**src/rtl/auth_cfg.svh**
```systemverilog
// Codes, element lengths and constants of the authentication message handler.
// Assumes it is included by bare name; definitions only.
`ifndef AUTH_CFG_SVH
`define AUTH_CFG_SVH

`define AUTH_MT_REQ       8'h40
`define AUTH_MT_REPLY     8'h41
`define AUTH_CLASS_BIT    7
`define AUTH_EI_CHAL      8'h0C
`define AUTH_EI_RESP      8'h0D
`define AUTH_EI_SEED      8'h0E
`define AUTH_EI_KIND      8'h0A
`define AUTH_LEN_CHAL     8'h0A
`define AUTH_LEN_RESP     8'h06
`define AUTH_LEN_SEED     8'h0A
`define AUTH_LEN_KIND     8'h05
`define AUTH_LEN_HDR      8'h02
`define AUTH_REQ_BYTES    5'h10
`define AUTH_REPLY_BYTES  5'h07
`define AUTH_BUF_AW       5
`define AUTH_BUF_DEPTH    6'h20
`define AUTH_LFSR_SEED    64'hA5C3_0F1E_9B7D_2468
`define AUTH_LFSR_TAPS    64'hD800_0000_0000_0000

`endif

```
**src/rtl/auth_pkg.sv**
```systemverilog
// Types of the authentication message handler.
// Assumes auth_cfg.svh is on the include path.
`include "auth_cfg.svh"

package auth_pkg;

    typedef enum logic [2:0] {S_IDLE, S_TX, S_RD, S_USE, S_DISP, S_CALC, S_CHECK} fsm_t;
    typedef enum logic [1:0] {P_TYPE, P_EI, P_LEN, P_VAL} step_t;

    typedef struct packed {
        fsm_t          state;
        step_t         step;
        logic          rx_rdy;
        logic          rx_done;
        logic          ovf;
        logic [5:0]    rx_cnt;
        logic          wr_en;
        logic [4:0]    wr_addr;
        logic [7:0]    wr_data;
        logic [5:0]    ptr;
        logic [7:0]    mtype;
        logic [7:0]    ei;
        logic [7:0]    rem;
        logic [63:0]   val;
        logic          bad;
        logic [3:0]    got;
        logic [63:0]   seed;
        logic [63:0]   rchal;
        logic [31:0]   res;
        logic [63:0]   own_chal;
        logic [63:0]   lfsr;
        logic          pend;
        logic [127:0]  tx_sh;
        logic [4:0]    tx_len;
        logic [4:0]    tx_rem;
        logic [4:0]    tx_pos;
        logic          tx_req;
        logic          tx_valid;
        logic [7:0]    tx_byte;
        logic          tx_last;
        logic          calc_req;
        logic          xres_req;
        logic [63:0]   seed_o;
        logic [63:0]   chal_o;
        logic          auth_ok;
        logic          drop;
        logic [63:0]   key;
        logic [7:0]    key_idx;
        logic          def_valid;
        logic          rekey;
    } ctl_t;

    typedef struct packed {
        logic [(1 << `AUTH_BUF_AW)-1:0][7:0] mem;
        logic [7:0]                          q;
    } buf_t;

endpackage

```
**src/rtl/buf_if.sv**
```systemverilog
// Write and read port between the handler and its message buffer.
// Assumes one clock shared by both ends.
`timescale 1ns/1ps
`include "auth_cfg.svh"

interface buf_if;
    logic                    we;
    logic [`AUTH_BUF_AW-1:0] waddr;
    logic [7:0]              wdata;
    logic [`AUTH_BUF_AW-1:0] raddr;
    logic [7:0]              rdata;

    modport owner (output we, output waddr, output wdata, output raddr, input rdata);
    modport store (input we, input waddr, input wdata, input raddr, output rdata);
endinterface

```
**src/rtl/auth_message_exchange.sv**
```systemverilog
// Portable-side authentication message handler: builds, parses, sequences.
// Assumes byte streams to and from the link, external crypto and a MAC below.
//
// Summary of operation
// RULE_01: Requests carry message type 01000000.
// RULE_02: Replies carry 01000001 with response elements.
// RULE_03: Type MSB zero; other class ignored.
// RULE_04: Requests carry auth-kind plus challenge elements.
// RULE_05: Portable requests never carry response elements.
// RULE_06: Element codes: challenge, response, seed, auth-kind.
// RULE_07: Element totals: ten, six, ten, five bytes.
// RULE_08: Value MSB in bit 8, octet 3.
// RULE_09: Value LSB in last octet, descending order.
// RULE_10: Fixed side sends seed and challenge request.
// RULE_11: Portable answers request with first response.
// RULE_12: Fixed side drops call on mismatch.
// RULE_13: Portable sends own challenge in request.
// RULE_14: Fixed side replies seed and second response.
// RULE_15: Portable compares second response, drops on mismatch.
// RULE_16: Re-keying derives key via portable authentication.
// RULE_17: Stored default key allows immediate encryption.
// RULE_18: Default key named by system-wide index.
// RULE_19: Derived key replaces default key once ready.
// RULE_20: Unknown elements skipped using length octet.
`timescale 1ns/1ps
`include "auth_cfg.svh"

module auth_message_exchange
    import auth_pkg::*;
(
    // Clock and reset
    input  wire logic        clk_sys_in,
    input  wire logic        rst_n_in,
    // Command
    input  wire logic        start_in,
    input  wire logic [23:0] auth_kind_in,
    // Receive stream
    input  wire logic        rx_valid_in,
    input  wire logic [7:0]  rx_byte_in,
    input  wire logic        rx_last_in,
    output logic             rx_ready_out,
    // Transmit stream
    output logic             tx_valid_out,
    output logic [7:0]       tx_byte_out,
    output logic             tx_last_out,
    input  wire logic        tx_ready_in,
    // Crypto computation
    output logic             calc_req_out,
    output logic             xres_req_out,
    output logic [63:0]      seed_out,
    output logic [63:0]      chal_out,
    input  wire logic        calc_done_in,
    input  wire logic [31:0] first_response_in,
    input  wire logic [63:0] derived_key_in,
    input  wire logic        xres_done_in,
    input  wire logic [31:0] expected_second_response_in,
    // Result
    output logic             busy_out,
    output logic             auth_ok_out,
    output logic             drop_call_out,
    // Cipher key to link layer
    input  wire logic        store_default_in,
    input  wire logic [7:0]  default_index_in,
    output logic [63:0]      cipher_key_out,
    output logic [7:0]       key_index_out,
    output logic             default_valid_out,
    output logic             rekey_out
);

    // ****************************************
    // Element decode
    // ****************************************
    function automatic logic [7:0] content_len(input logic [7:0] ei);
        case (ei)
            `AUTH_EI_CHAL: content_len = `AUTH_LEN_CHAL - `AUTH_LEN_HDR;
            `AUTH_EI_SEED: content_len = `AUTH_LEN_SEED - `AUTH_LEN_HDR;
            `AUTH_EI_RESP: content_len = `AUTH_LEN_RESP - `AUTH_LEN_HDR;
            `AUTH_EI_KIND: content_len = `AUTH_LEN_KIND - `AUTH_LEN_HDR;
            default:       content_len = 8'h00;
        endcase
    endfunction

    ctl_t  st_r;
    ctl_t  st_nxt;
    buf_if mb ();

    msg_buffer u_buf (
        .clk_sys_in (clk_sys_in),
        .rst_n_in   (rst_n_in),
        .bus        (mb.store)
    );

    assign mb.we    = st_r.wr_en;
    assign mb.waddr = st_r.wr_addr;
    assign mb.wdata = st_r.wr_data;
    assign mb.raddr = st_r.ptr[4:0];

    // ****************************************
    // Next state
    // ****************************************
    always_comb begin
        st_nxt          = st_r;
        st_nxt.wr_en    = 1'b0;
        st_nxt.calc_req = 1'b0;
        st_nxt.xres_req = 1'b0;
        st_nxt.auth_ok  = 1'b0;
        st_nxt.drop     = 1'b0;
        st_nxt.rekey    = 1'b0;
        st_nxt.lfsr     = {1'b0, st_r.lfsr[63:1]} ^ (st_r.lfsr[0] ? `AUTH_LFSR_TAPS : 64'h0);

        // Capture of one incoming message
        if (rx_valid_in && st_r.rx_rdy) begin
            if (st_r.rx_cnt == `AUTH_BUF_DEPTH) begin
                st_nxt.ovf = 1'b1;
            end else begin
                st_nxt.wr_en   = 1'b1;
                st_nxt.wr_addr = st_r.rx_cnt[4:0];
                st_nxt.wr_data = rx_byte_in;
                st_nxt.rx_cnt  = st_r.rx_cnt + 6'h01;
            end
            if (rx_last_in) begin
                st_nxt.rx_rdy  = 1'b0;
                st_nxt.rx_done = 1'b1;
            end
        end

        case (st_r.state)
            S_IDLE: begin
                if (st_r.rx_done) begin
                    st_nxt.state = S_RD;
                    st_nxt.ptr   = 6'h00;
                    st_nxt.step  = P_TYPE;
                    st_nxt.bad   = 1'b0;
                    st_nxt.got   = 4'h0;
                end else if (start_in && !st_r.pend) begin
                    // Request with auth-kind and fresh challenge only [RULE_13] [RULE_05]
                    st_nxt.own_chal = st_r.lfsr;
                    st_nxt.tx_sh    = {`AUTH_MT_REQ,                                     // [RULE_01]
                                       `AUTH_EI_KIND, `AUTH_LEN_KIND - `AUTH_LEN_HDR,  // [RULE_04]
                                       auth_kind_in,
                                       `AUTH_EI_CHAL, `AUTH_LEN_CHAL - `AUTH_LEN_HDR,  // [RULE_06] [RULE_07]
                                       st_r.lfsr};                                      // [RULE_08] [RULE_09]
                    st_nxt.tx_len   = `AUTH_REQ_BYTES;
                    st_nxt.tx_rem   = `AUTH_REQ_BYTES;
                    st_nxt.tx_req   = 1'b1;
                    st_nxt.state    = S_TX;
                end
            end
            S_TX: begin
                if (!st_r.tx_valid || tx_ready_in) begin
                    if (st_r.tx_rem == 5'h00) begin
                        st_nxt.tx_valid = 1'b0;
                        st_nxt.tx_last  = 1'b0;
                        st_nxt.state    = S_IDLE;
                        if (st_r.tx_req) begin
                            st_nxt.pend = 1'b1;
                        end
                    end else begin
                        // Most significant byte first [RULE_08] [RULE_09]
                        st_nxt.tx_valid = 1'b1;
                        st_nxt.tx_byte  = st_r.tx_sh[127:120];
                        st_nxt.tx_sh    = {st_r.tx_sh[119:0], 8'h00};
                        st_nxt.tx_last  = (st_r.tx_rem == 5'h01);
                        st_nxt.tx_pos   = st_r.tx_len - st_r.tx_rem;
                        st_nxt.tx_rem   = st_r.tx_rem - 5'h01;
                    end
                end
            end
            S_RD: begin
                st_nxt.state = S_USE;
            end
            S_USE: begin
                st_nxt.ptr = st_r.ptr + 6'h01;
                case (st_r.step)
                    P_TYPE: begin
                        st_nxt.mtype = mb.rdata;
                        st_nxt.step  = P_EI;
                    end
                    P_EI: begin
                        st_nxt.ei   = mb.rdata;
                        st_nxt.step = P_LEN;
                    end
                    P_LEN: begin
                        // Unknown elements are counted off by length [RULE_20]
                        st_nxt.rem = mb.rdata;
                        if (content_len(st_r.ei) != 8'h00 && mb.rdata != content_len(st_r.ei)) begin
                            st_nxt.bad = 1'b1;  // [RULE_07]
                        end
                        st_nxt.step = (mb.rdata == 8'h00) ? P_EI : P_VAL;
                    end
                    P_VAL: begin
                        st_nxt.val = {st_r.val[55:0], mb.rdata};  // [RULE_08] [RULE_09]
                        st_nxt.rem = st_r.rem - 8'h01;
                        if (st_r.rem == 8'h01) begin
                            st_nxt.step = P_EI;
                            case (st_r.ei)
                                `AUTH_EI_CHAL: begin
                                    st_nxt.rchal  = st_nxt.val;
                                    st_nxt.got[0] = 1'b1;
                                end
                                `AUTH_EI_SEED: begin
                                    st_nxt.seed   = st_nxt.val;
                                    st_nxt.got[1] = 1'b1;
                                end
                                `AUTH_EI_RESP: begin
                                    st_nxt.res    = st_nxt.val[31:0];
                                    st_nxt.got[2] = 1'b1;
                                end
                                `AUTH_EI_KIND: begin
                                    st_nxt.got[3] = 1'b1;
                                end
                                default: begin
                                    st_nxt.got = st_r.got;  // [RULE_20]
                                end
                            endcase
                        end
                    end
                    default: begin
                        st_nxt.step = P_EI;
                    end
                endcase
                if (st_nxt.ptr == st_r.rx_cnt) begin
                    st_nxt.state = S_DISP;
                    if (st_nxt.step != P_EI) begin
                        st_nxt.bad = 1'b1;
                    end
                end else begin
                    st_nxt.state = S_RD;
                end
            end
            S_DISP: begin
                st_nxt.rx_done = 1'b0;
                st_nxt.rx_rdy  = 1'b1;
                st_nxt.rx_cnt  = 6'h00;
                st_nxt.ovf     = 1'b0;
                st_nxt.state   = S_IDLE;
                // Other message class is not ours [RULE_03]
                if (!st_r.ovf && !st_r.bad && !st_r.mtype[`AUTH_CLASS_BIT]) begin
                    if (st_r.mtype == `AUTH_MT_REQ && st_r.got[3] && st_r.got[1] && st_r.got[0]) begin
                        // Fixed-side request: kind, seed, challenge [RULE_04] [RULE_11]
                        st_nxt.seed_o   = st_r.seed;
                        st_nxt.chal_o   = st_r.rchal;
                        st_nxt.calc_req = 1'b1;
                        st_nxt.state    = S_CALC;
                    end else if (st_r.mtype == `AUTH_MT_REPLY && st_r.pend && st_r.got[1] && st_r.got[2]) begin
                        // Fixed-side reply: seed and second response [RULE_14] [RULE_02]
                        st_nxt.seed_o   = st_r.seed;
                        st_nxt.chal_o   = st_r.own_chal;
                        st_nxt.xres_req = 1'b1;
                        st_nxt.state    = S_CHECK;
                    end
                end
            end
            S_CALC: begin
                if (calc_done_in) begin
                    st_nxt.tx_sh  = {`AUTH_MT_REPLY,                                     // [RULE_02]
                                     `AUTH_EI_RESP, `AUTH_LEN_RESP - `AUTH_LEN_HDR,    // [RULE_06]
                                     first_response_in, 72'h0};                         // [RULE_11]
                    st_nxt.tx_len = `AUTH_REPLY_BYTES;
                    st_nxt.tx_rem = `AUTH_REPLY_BYTES;
                    st_nxt.tx_req = 1'b0;
                    st_nxt.state  = S_TX;
                    // New derived key takes over at once [RULE_16] [RULE_19]
                    st_nxt.key    = derived_key_in;
                    st_nxt.rekey  = 1'b1;
                    if (store_default_in) begin
                        st_nxt.key_idx   = default_index_in;  // [RULE_18]
                        st_nxt.def_valid = 1'b1;              // [RULE_17]
                    end
                end
            end
            S_CHECK: begin
                if (xres_done_in) begin
                    st_nxt.pend  = 1'b0;
                    st_nxt.state = S_IDLE;
                    if (expected_second_response_in == st_r.res) begin
                        st_nxt.auth_ok = 1'b1;
                    end else begin
                        st_nxt.drop = 1'b1;  // [RULE_15]
                    end
                end
            end
            default: begin
                st_nxt.state = S_IDLE;
            end
        endcase
    end

    // ****************************************
    // State register
    // ****************************************
    always_ff @(posedge clk_sys_in) begin
        if (!rst_n_in) begin
            st_r        <= '0;
            st_r.rx_rdy <= 1'b1;
            st_r.lfsr   <= `AUTH_LFSR_SEED;
        end else begin
            st_r <= st_nxt;
        end
    end

    assign rx_ready_out      = st_r.rx_rdy;
    assign tx_valid_out      = st_r.tx_valid;
    assign tx_byte_out       = st_r.tx_byte;
    assign tx_last_out       = st_r.tx_last;
    assign calc_req_out      = st_r.calc_req;
    assign xres_req_out      = st_r.xres_req;
    assign seed_out          = st_r.seed_o;
    assign chal_out          = st_r.chal_o;
    assign busy_out          = st_r.pend;
    assign auth_ok_out       = st_r.auth_ok;
    assign drop_call_out     = st_r.drop;
    assign cipher_key_out    = st_r.key;
    assign key_index_out     = st_r.key_idx;
    assign default_valid_out = st_r.def_valid;
    assign rekey_out         = st_r.rekey;
endmodule

```
**src/rtl/msg_buffer.sv**
```systemverilog
// Message byte buffer with registered read data.
// Assumes synchronous active-low reset and one clock.
`timescale 1ns/1ps
`include "auth_cfg.svh"

module msg_buffer
    import auth_pkg::*;
(
    // Clock and reset
    input  wire logic clk_sys_in,
    input  wire logic rst_n_in,
    // Buffer port
    buf_if.store      bus
);

    buf_t r;
    buf_t nxt;

    always_comb begin
        nxt = r;
        if (bus.we) begin
            nxt.mem[bus.waddr] = bus.wdata;
        end
        nxt.q = r.mem[bus.raddr];
    end

    always_ff @(posedge clk_sys_in) begin
        if (!rst_n_in) begin
            r <= '0;
        end else begin
            r <= nxt;
        end
    end

    assign bus.rdata = r.q;

endmodule

```
**config.mk**
```make
export PLATFORM = sky130hd
export DESIGN_NAME = auth_message_exchange
export DESIGN_NICKNAME = d
export VERILOG_FILES = /design/src/rtl/auth_pkg.sv /design/src/rtl/buf_if.sv /design/src/rtl/auth_message_exchange.sv /design/src/rtl/msg_buffer.sv
export VERILOG_INCLUDE_DIRS = /design/src /design/src/rtl
export SDC_FILE = /design/constraint.sdc
export NUM_CORES = 2
export LEC_CHECK = 0
export BUFFER_PORTS_ARGS = -buffer_cell sky130_fd_sc_hd__buf_2
export CAP_MARGIN = 5
export CORE_UTILIZATION = 59
export CTS_CLUSTER_DIAMETER = 30
export DETAILED_ROUTE_END_ITERATION = 6
export GPL_ROUTABILITY_DRIVEN = 0
export PLACE_DENSITY = 0.75
export SYNTH_ARGS = -nofsm -noshare
export SYNTH_HDL_FRONTEND = slang
export SYNTH_SLANG_ARGS = --single-unit
export TNS_END_PERCENT = 100
```
**constraint.sdc**
```tcl
create_clock -name clk_sys_in -period 2.4 [get_ports clk_sys_in]
set_input_delay 0.24 -clock clk_sys_in [delete_from_list [all_inputs] [get_ports clk_sys_in]]
set_output_delay 0.24 -clock clk_sys_in [all_outputs]
set_load 0.03 [all_outputs]
```
==> results_dict.tcl <==
set metrics [dict create \
    outcome "finished, violations left" \
    violations "negative hold slack" \
    avgViaCountPerCell 5.79 \
    clk_latency_ns 0.75 \
    p_seq_share_pct 38.7 \
    syn_area_per_cell_sq_um 8.90 \
    final-seq-area_sq_mm 0.0205 \
    share_comb_of_total_power_pct 6.6 \
    io_pins 395 \
    overflow 0 \
    mappedNetlistNets 4847 \
    grt_pass1_vias 33500 \
    netlist_area_sq_mm 0.0415 \
    drc 0 \
    multiInputGateArea_sq_mm 0.0180 \
    fin_crit_sh_pct 98.3 \
    synthCells 4663 \
    leakage_nw 19.1 \
    end_kind "flip-flop" \
    reg2reg_setup_slack_ns 0.04 \
    die_h_um 267 \
    worst_slew_pin_slew_ns 0.700 \
    cts_root_buf "clkbuf_16" \
    vias 34900 \
    p_per_area_mw_per_mm2 901 \
    worstHoldPathCells 6 \
    setup_viol 0 \
    hold_viol_final 2 \
    whs_endpoint "auth_ok_out" \
    hold_class "input port to flip-flop" \
    cts_tree "done" \
    period_needed_ns 2.36 \
    ctsHtreeMaxLevel 4 \
    nFillCells 4795 \
    numCtsBuffers 168 \
    area_growth_pct 22.6 \
    max_clock_freq_ghz 0.424 \
    critPathRequiredTime_ns 2.98 \
    synth-edff-count 0 \
    maxCapViolations 0 \
    die_w_um 267 \
    whs_ns -0.0383 \
    drive_above_1_share_pct 18.7 \
    row_count 96 \
    clock_skew_ns 0.0284 \
    fin_setup_tns_ns 0 \
    worstPathArrival_ns 2.94 \
    startpoint_type "flip-flop" \
    fp.dieArea_sq_mm 0.0714 \
    drv_slew 0 \
    core_area_sq_mm 0.0691 \
    grt_usage_pct 31.8 \
    start_util_pct 60.1 \
    worstReg2RegStart "st_r[775]" \
    ir_drop_mv 0.735 \
    synth_seq_cells 1022 \
    rsz0062_at_grt "yes" \
    portBuffers 394 \
    numClockSinks 1022 \
    clkPwrFrac_pct 54.7 \
    seq_area_frac_synth_pct 49.3 \
    final_antenna_net_count 0 \
    grt_max_degree 131 \
    antenna_found_initial 6 \
    min_from "expected_second_response_in[6]" \
    synthDistinctLibCells 68 \
    swShare_pct 24.2 \
    criticalPathCategory "flip-flop to flip-flop" \
    cts.reportedPaths.clkPinSlew_ns 0.05 \
    synth_ff_type "dfxtp_1" \
    yosys_warnings 0 \
    reg2reg_depth 5 \
    cell_internal_pwr_w 0.0348 \
    power_switching_w 0.0111 \
    reg2reg_to "key_index_out[5]" \
    async_reset_ff_share_pct 0 \
    first_iter_violations 3364 \
    nNetsFinal 5134 \
    clock_path_buffers 3 \
    mostFrequentLayoutCells "dfxtp_1 (1018), nand2_1 (975), a21oi_1 (468), buf_2 (393), mux2i_1 (377)" \
    finalWirelength_um 116000 \
    drt_pre_antenna_iters 6 \
    avgRoutedWirePerCell_um 19.3 \
    power_w 0.0458 \
    hpwl_um 68900 \
    mostFrequentLayoutCell "dfxtp_1" \
    slew_headroom_pct 53.3 \
    grt_first_pass_wirelength_um 181000 \
    path_max_fanout 19 \
]
cell type report:
cell class / instances / share of cell area (%)
Antenna cell: 8 / 0.0394
Tap cell: 931 / 2.29
Sequential cell: 1022 / 40.2
Timing Repair Buffer: 695 / 10.2
Multi-Input combinational cell: 3049 / 35.3
Inverter: 14 / 0.118
Clock buffer: 209 / 9.19
Clock inverter: 97 / 2.63
kinds of logic after synthesis:
logic type | after synthesis | share of synthesized area, %
simple gates | 1767 | 18.4
xor+xnor | 50 | 1.06
flops | 1022 | 49.3
fa+ha+maj | 7 | 0.211
buf+inv | 593 | 7.69
compound gates | 775 | 10.6
mux | 449 | 12.8
repair_timing:
action / in CTS / in global routing
buffers inserted: 0 / 6
endpoints found under the hold margin: 151 / 2
hold buffers: 155 / 2
setup endpoints to repair: 1 / 91
resized for setup: 1 / 8
pin swaps: 0 / 4
gates cloned: 1 / 1
how the worst max path moves through the flow:
stage	startpoint	endpoint	slack (ns)	depth (start not counted)
after detailed placement	st_r[222]	st_r[254]	0.07	8
after global routing	st_r[222]	st_r[304]	-0.03	10
after global placement	st_r[222]	st_r[242]	0.18	8
after CTS	st_r[222]	st_r[268]	0.09	9
final	st_r[775]	key_index_out[5]	0.04	5
after floorplan	st_r[222]	st_r[295]	0.27	10
critical path, cell delays in order, from the launching register on:
cell and delay, ns:
dfxtp_2 0.53, nand3_1 0.45, nor2_4 0.63, nand2_1 0.34, nand2_1 0.16, a21oi_1 0.08
flip-flops by register name (all words and copies together), names as in the netlist, 5 cells and up:
| register | count |
|---|---|
| mb.waddr | 5 |
| key_index_out | 8 |
| cipher_key_out | 64 |
| st_r | 521 |
| mb.wdata | 8 |
| tx_byte_out | 8 |
| u_buf.bus.rdata | 8 |
| seed_out | 64 |
| chal_out | 64 |
| u_buf.r | 256 |
| mb.raddr | 5 |
power groups by stage:
stage	Combinational (W)	Clock [W]	Sequential (W)
3_3_place_gp	0.00254	0	0.0181
6_report	0.00301	0.0251	0.0178
3_5_place_dp	0.00258	0	0.0181
5_1_grt	0.00322	0.0261	0.0178
2_1_floorplan	0.00171	0	0.0179
4_1_cts	0.00283	0.0253	0.0177
stage by stage:
step | instances | worst slack (ns) | instance area, sq um | utilization (%)
2_1_floorplan | 4663 | 0.268 | 41500 | -
4_1_cts | 6009 | 0.0906 | 50700 | 73.4
3_3_place_gp | 5547 | 0.184 | 43100 | 62.5
6_report | 6025 | 0.0410 | 50900 | 73.6
3_5_place_dp | 5547 | 0.0677 | 43100 | 62.5
5_1_grt | 6022 | -0.0303 | 50900 | 73.6
metal layers:
layer | wire, um | GRT usage [%] | vias to the layer above | share of wire [%]
met5 | 13 | 0 | - | 0.011
met4 | 5670 | 17.2 | 2 | 4.9
met2 | 57300 | 53.0 | 1319 | 49
li1 | - | - | 16300 | -
met3 | 6420 | 5.35 | 399 | 5.5
met1 | 46600 | 39.2 | 16900 | 40
Yosys cell counts (all sizes together) (2+ instances only):
| master | number | share of area, % |
|---|---|---|
| dfxtp | 1022 | 49 |
| nand2 | 978 | 8.8 |
| a21oi | 470 | 5.7 |
| mux2i | 377 | 9.1 |
| nor2 | 329 | 3.1 |
| buf | 313 | 5.2 |
| clkbuf | 266 | 2.4 |
| nand3 | 227 | 2.8 |
| o21ai | 86 | 1.0 |
| a22oi | 77 | 1.4 |
| or3 | 70 | 1.1 |
| mux4 | 64 | 3.5 |
| a31oi | 60 | 0.90 |
| nand2b | 46 | 0.69 |
| xnor2 | 46 | 0.97 |
| and2 | 32 | 0.48 |
| o211ai | 30 | 0.54 |
| nand4 | 15 | 0.23 |
| and3 | 14 | 0.21 |
| inv | 14 | 0.13 |
| nor2b | 12 | 0.18 |
| a311oi | 10 | 0.21 |
| nand3b | 9 | 0.16 |
| nor4 | 9 | 0.17 |
| a211oi | 8 | 0.14 |
| mux2 | 8 | 0.22 |
| nor3 | 8 | 0.11 |
| ha | 7 | 0.21 |
| nor3b | 6 | 0.12 |
| o221ai | 6 | 0.13 |
| a21o | 4 | 0.072 |
| o22ai | 4 | 0.060 |
| xor2 | 4 | 0.084 |
| a32oi | 3 | 0.063 |
| nor4b | 3 | 0.063 |
| o21a | 3 | 0.054 |
| a31o | 2 | 0.042 |
| o311ai | 2 | 0.042 |
| o31ai | 2 | 0.036 |
| or2 | 2 | 0.030 |
| or4 | 2 | 0.045 |
Note: power is estimated with default switching activity, not from simulation.
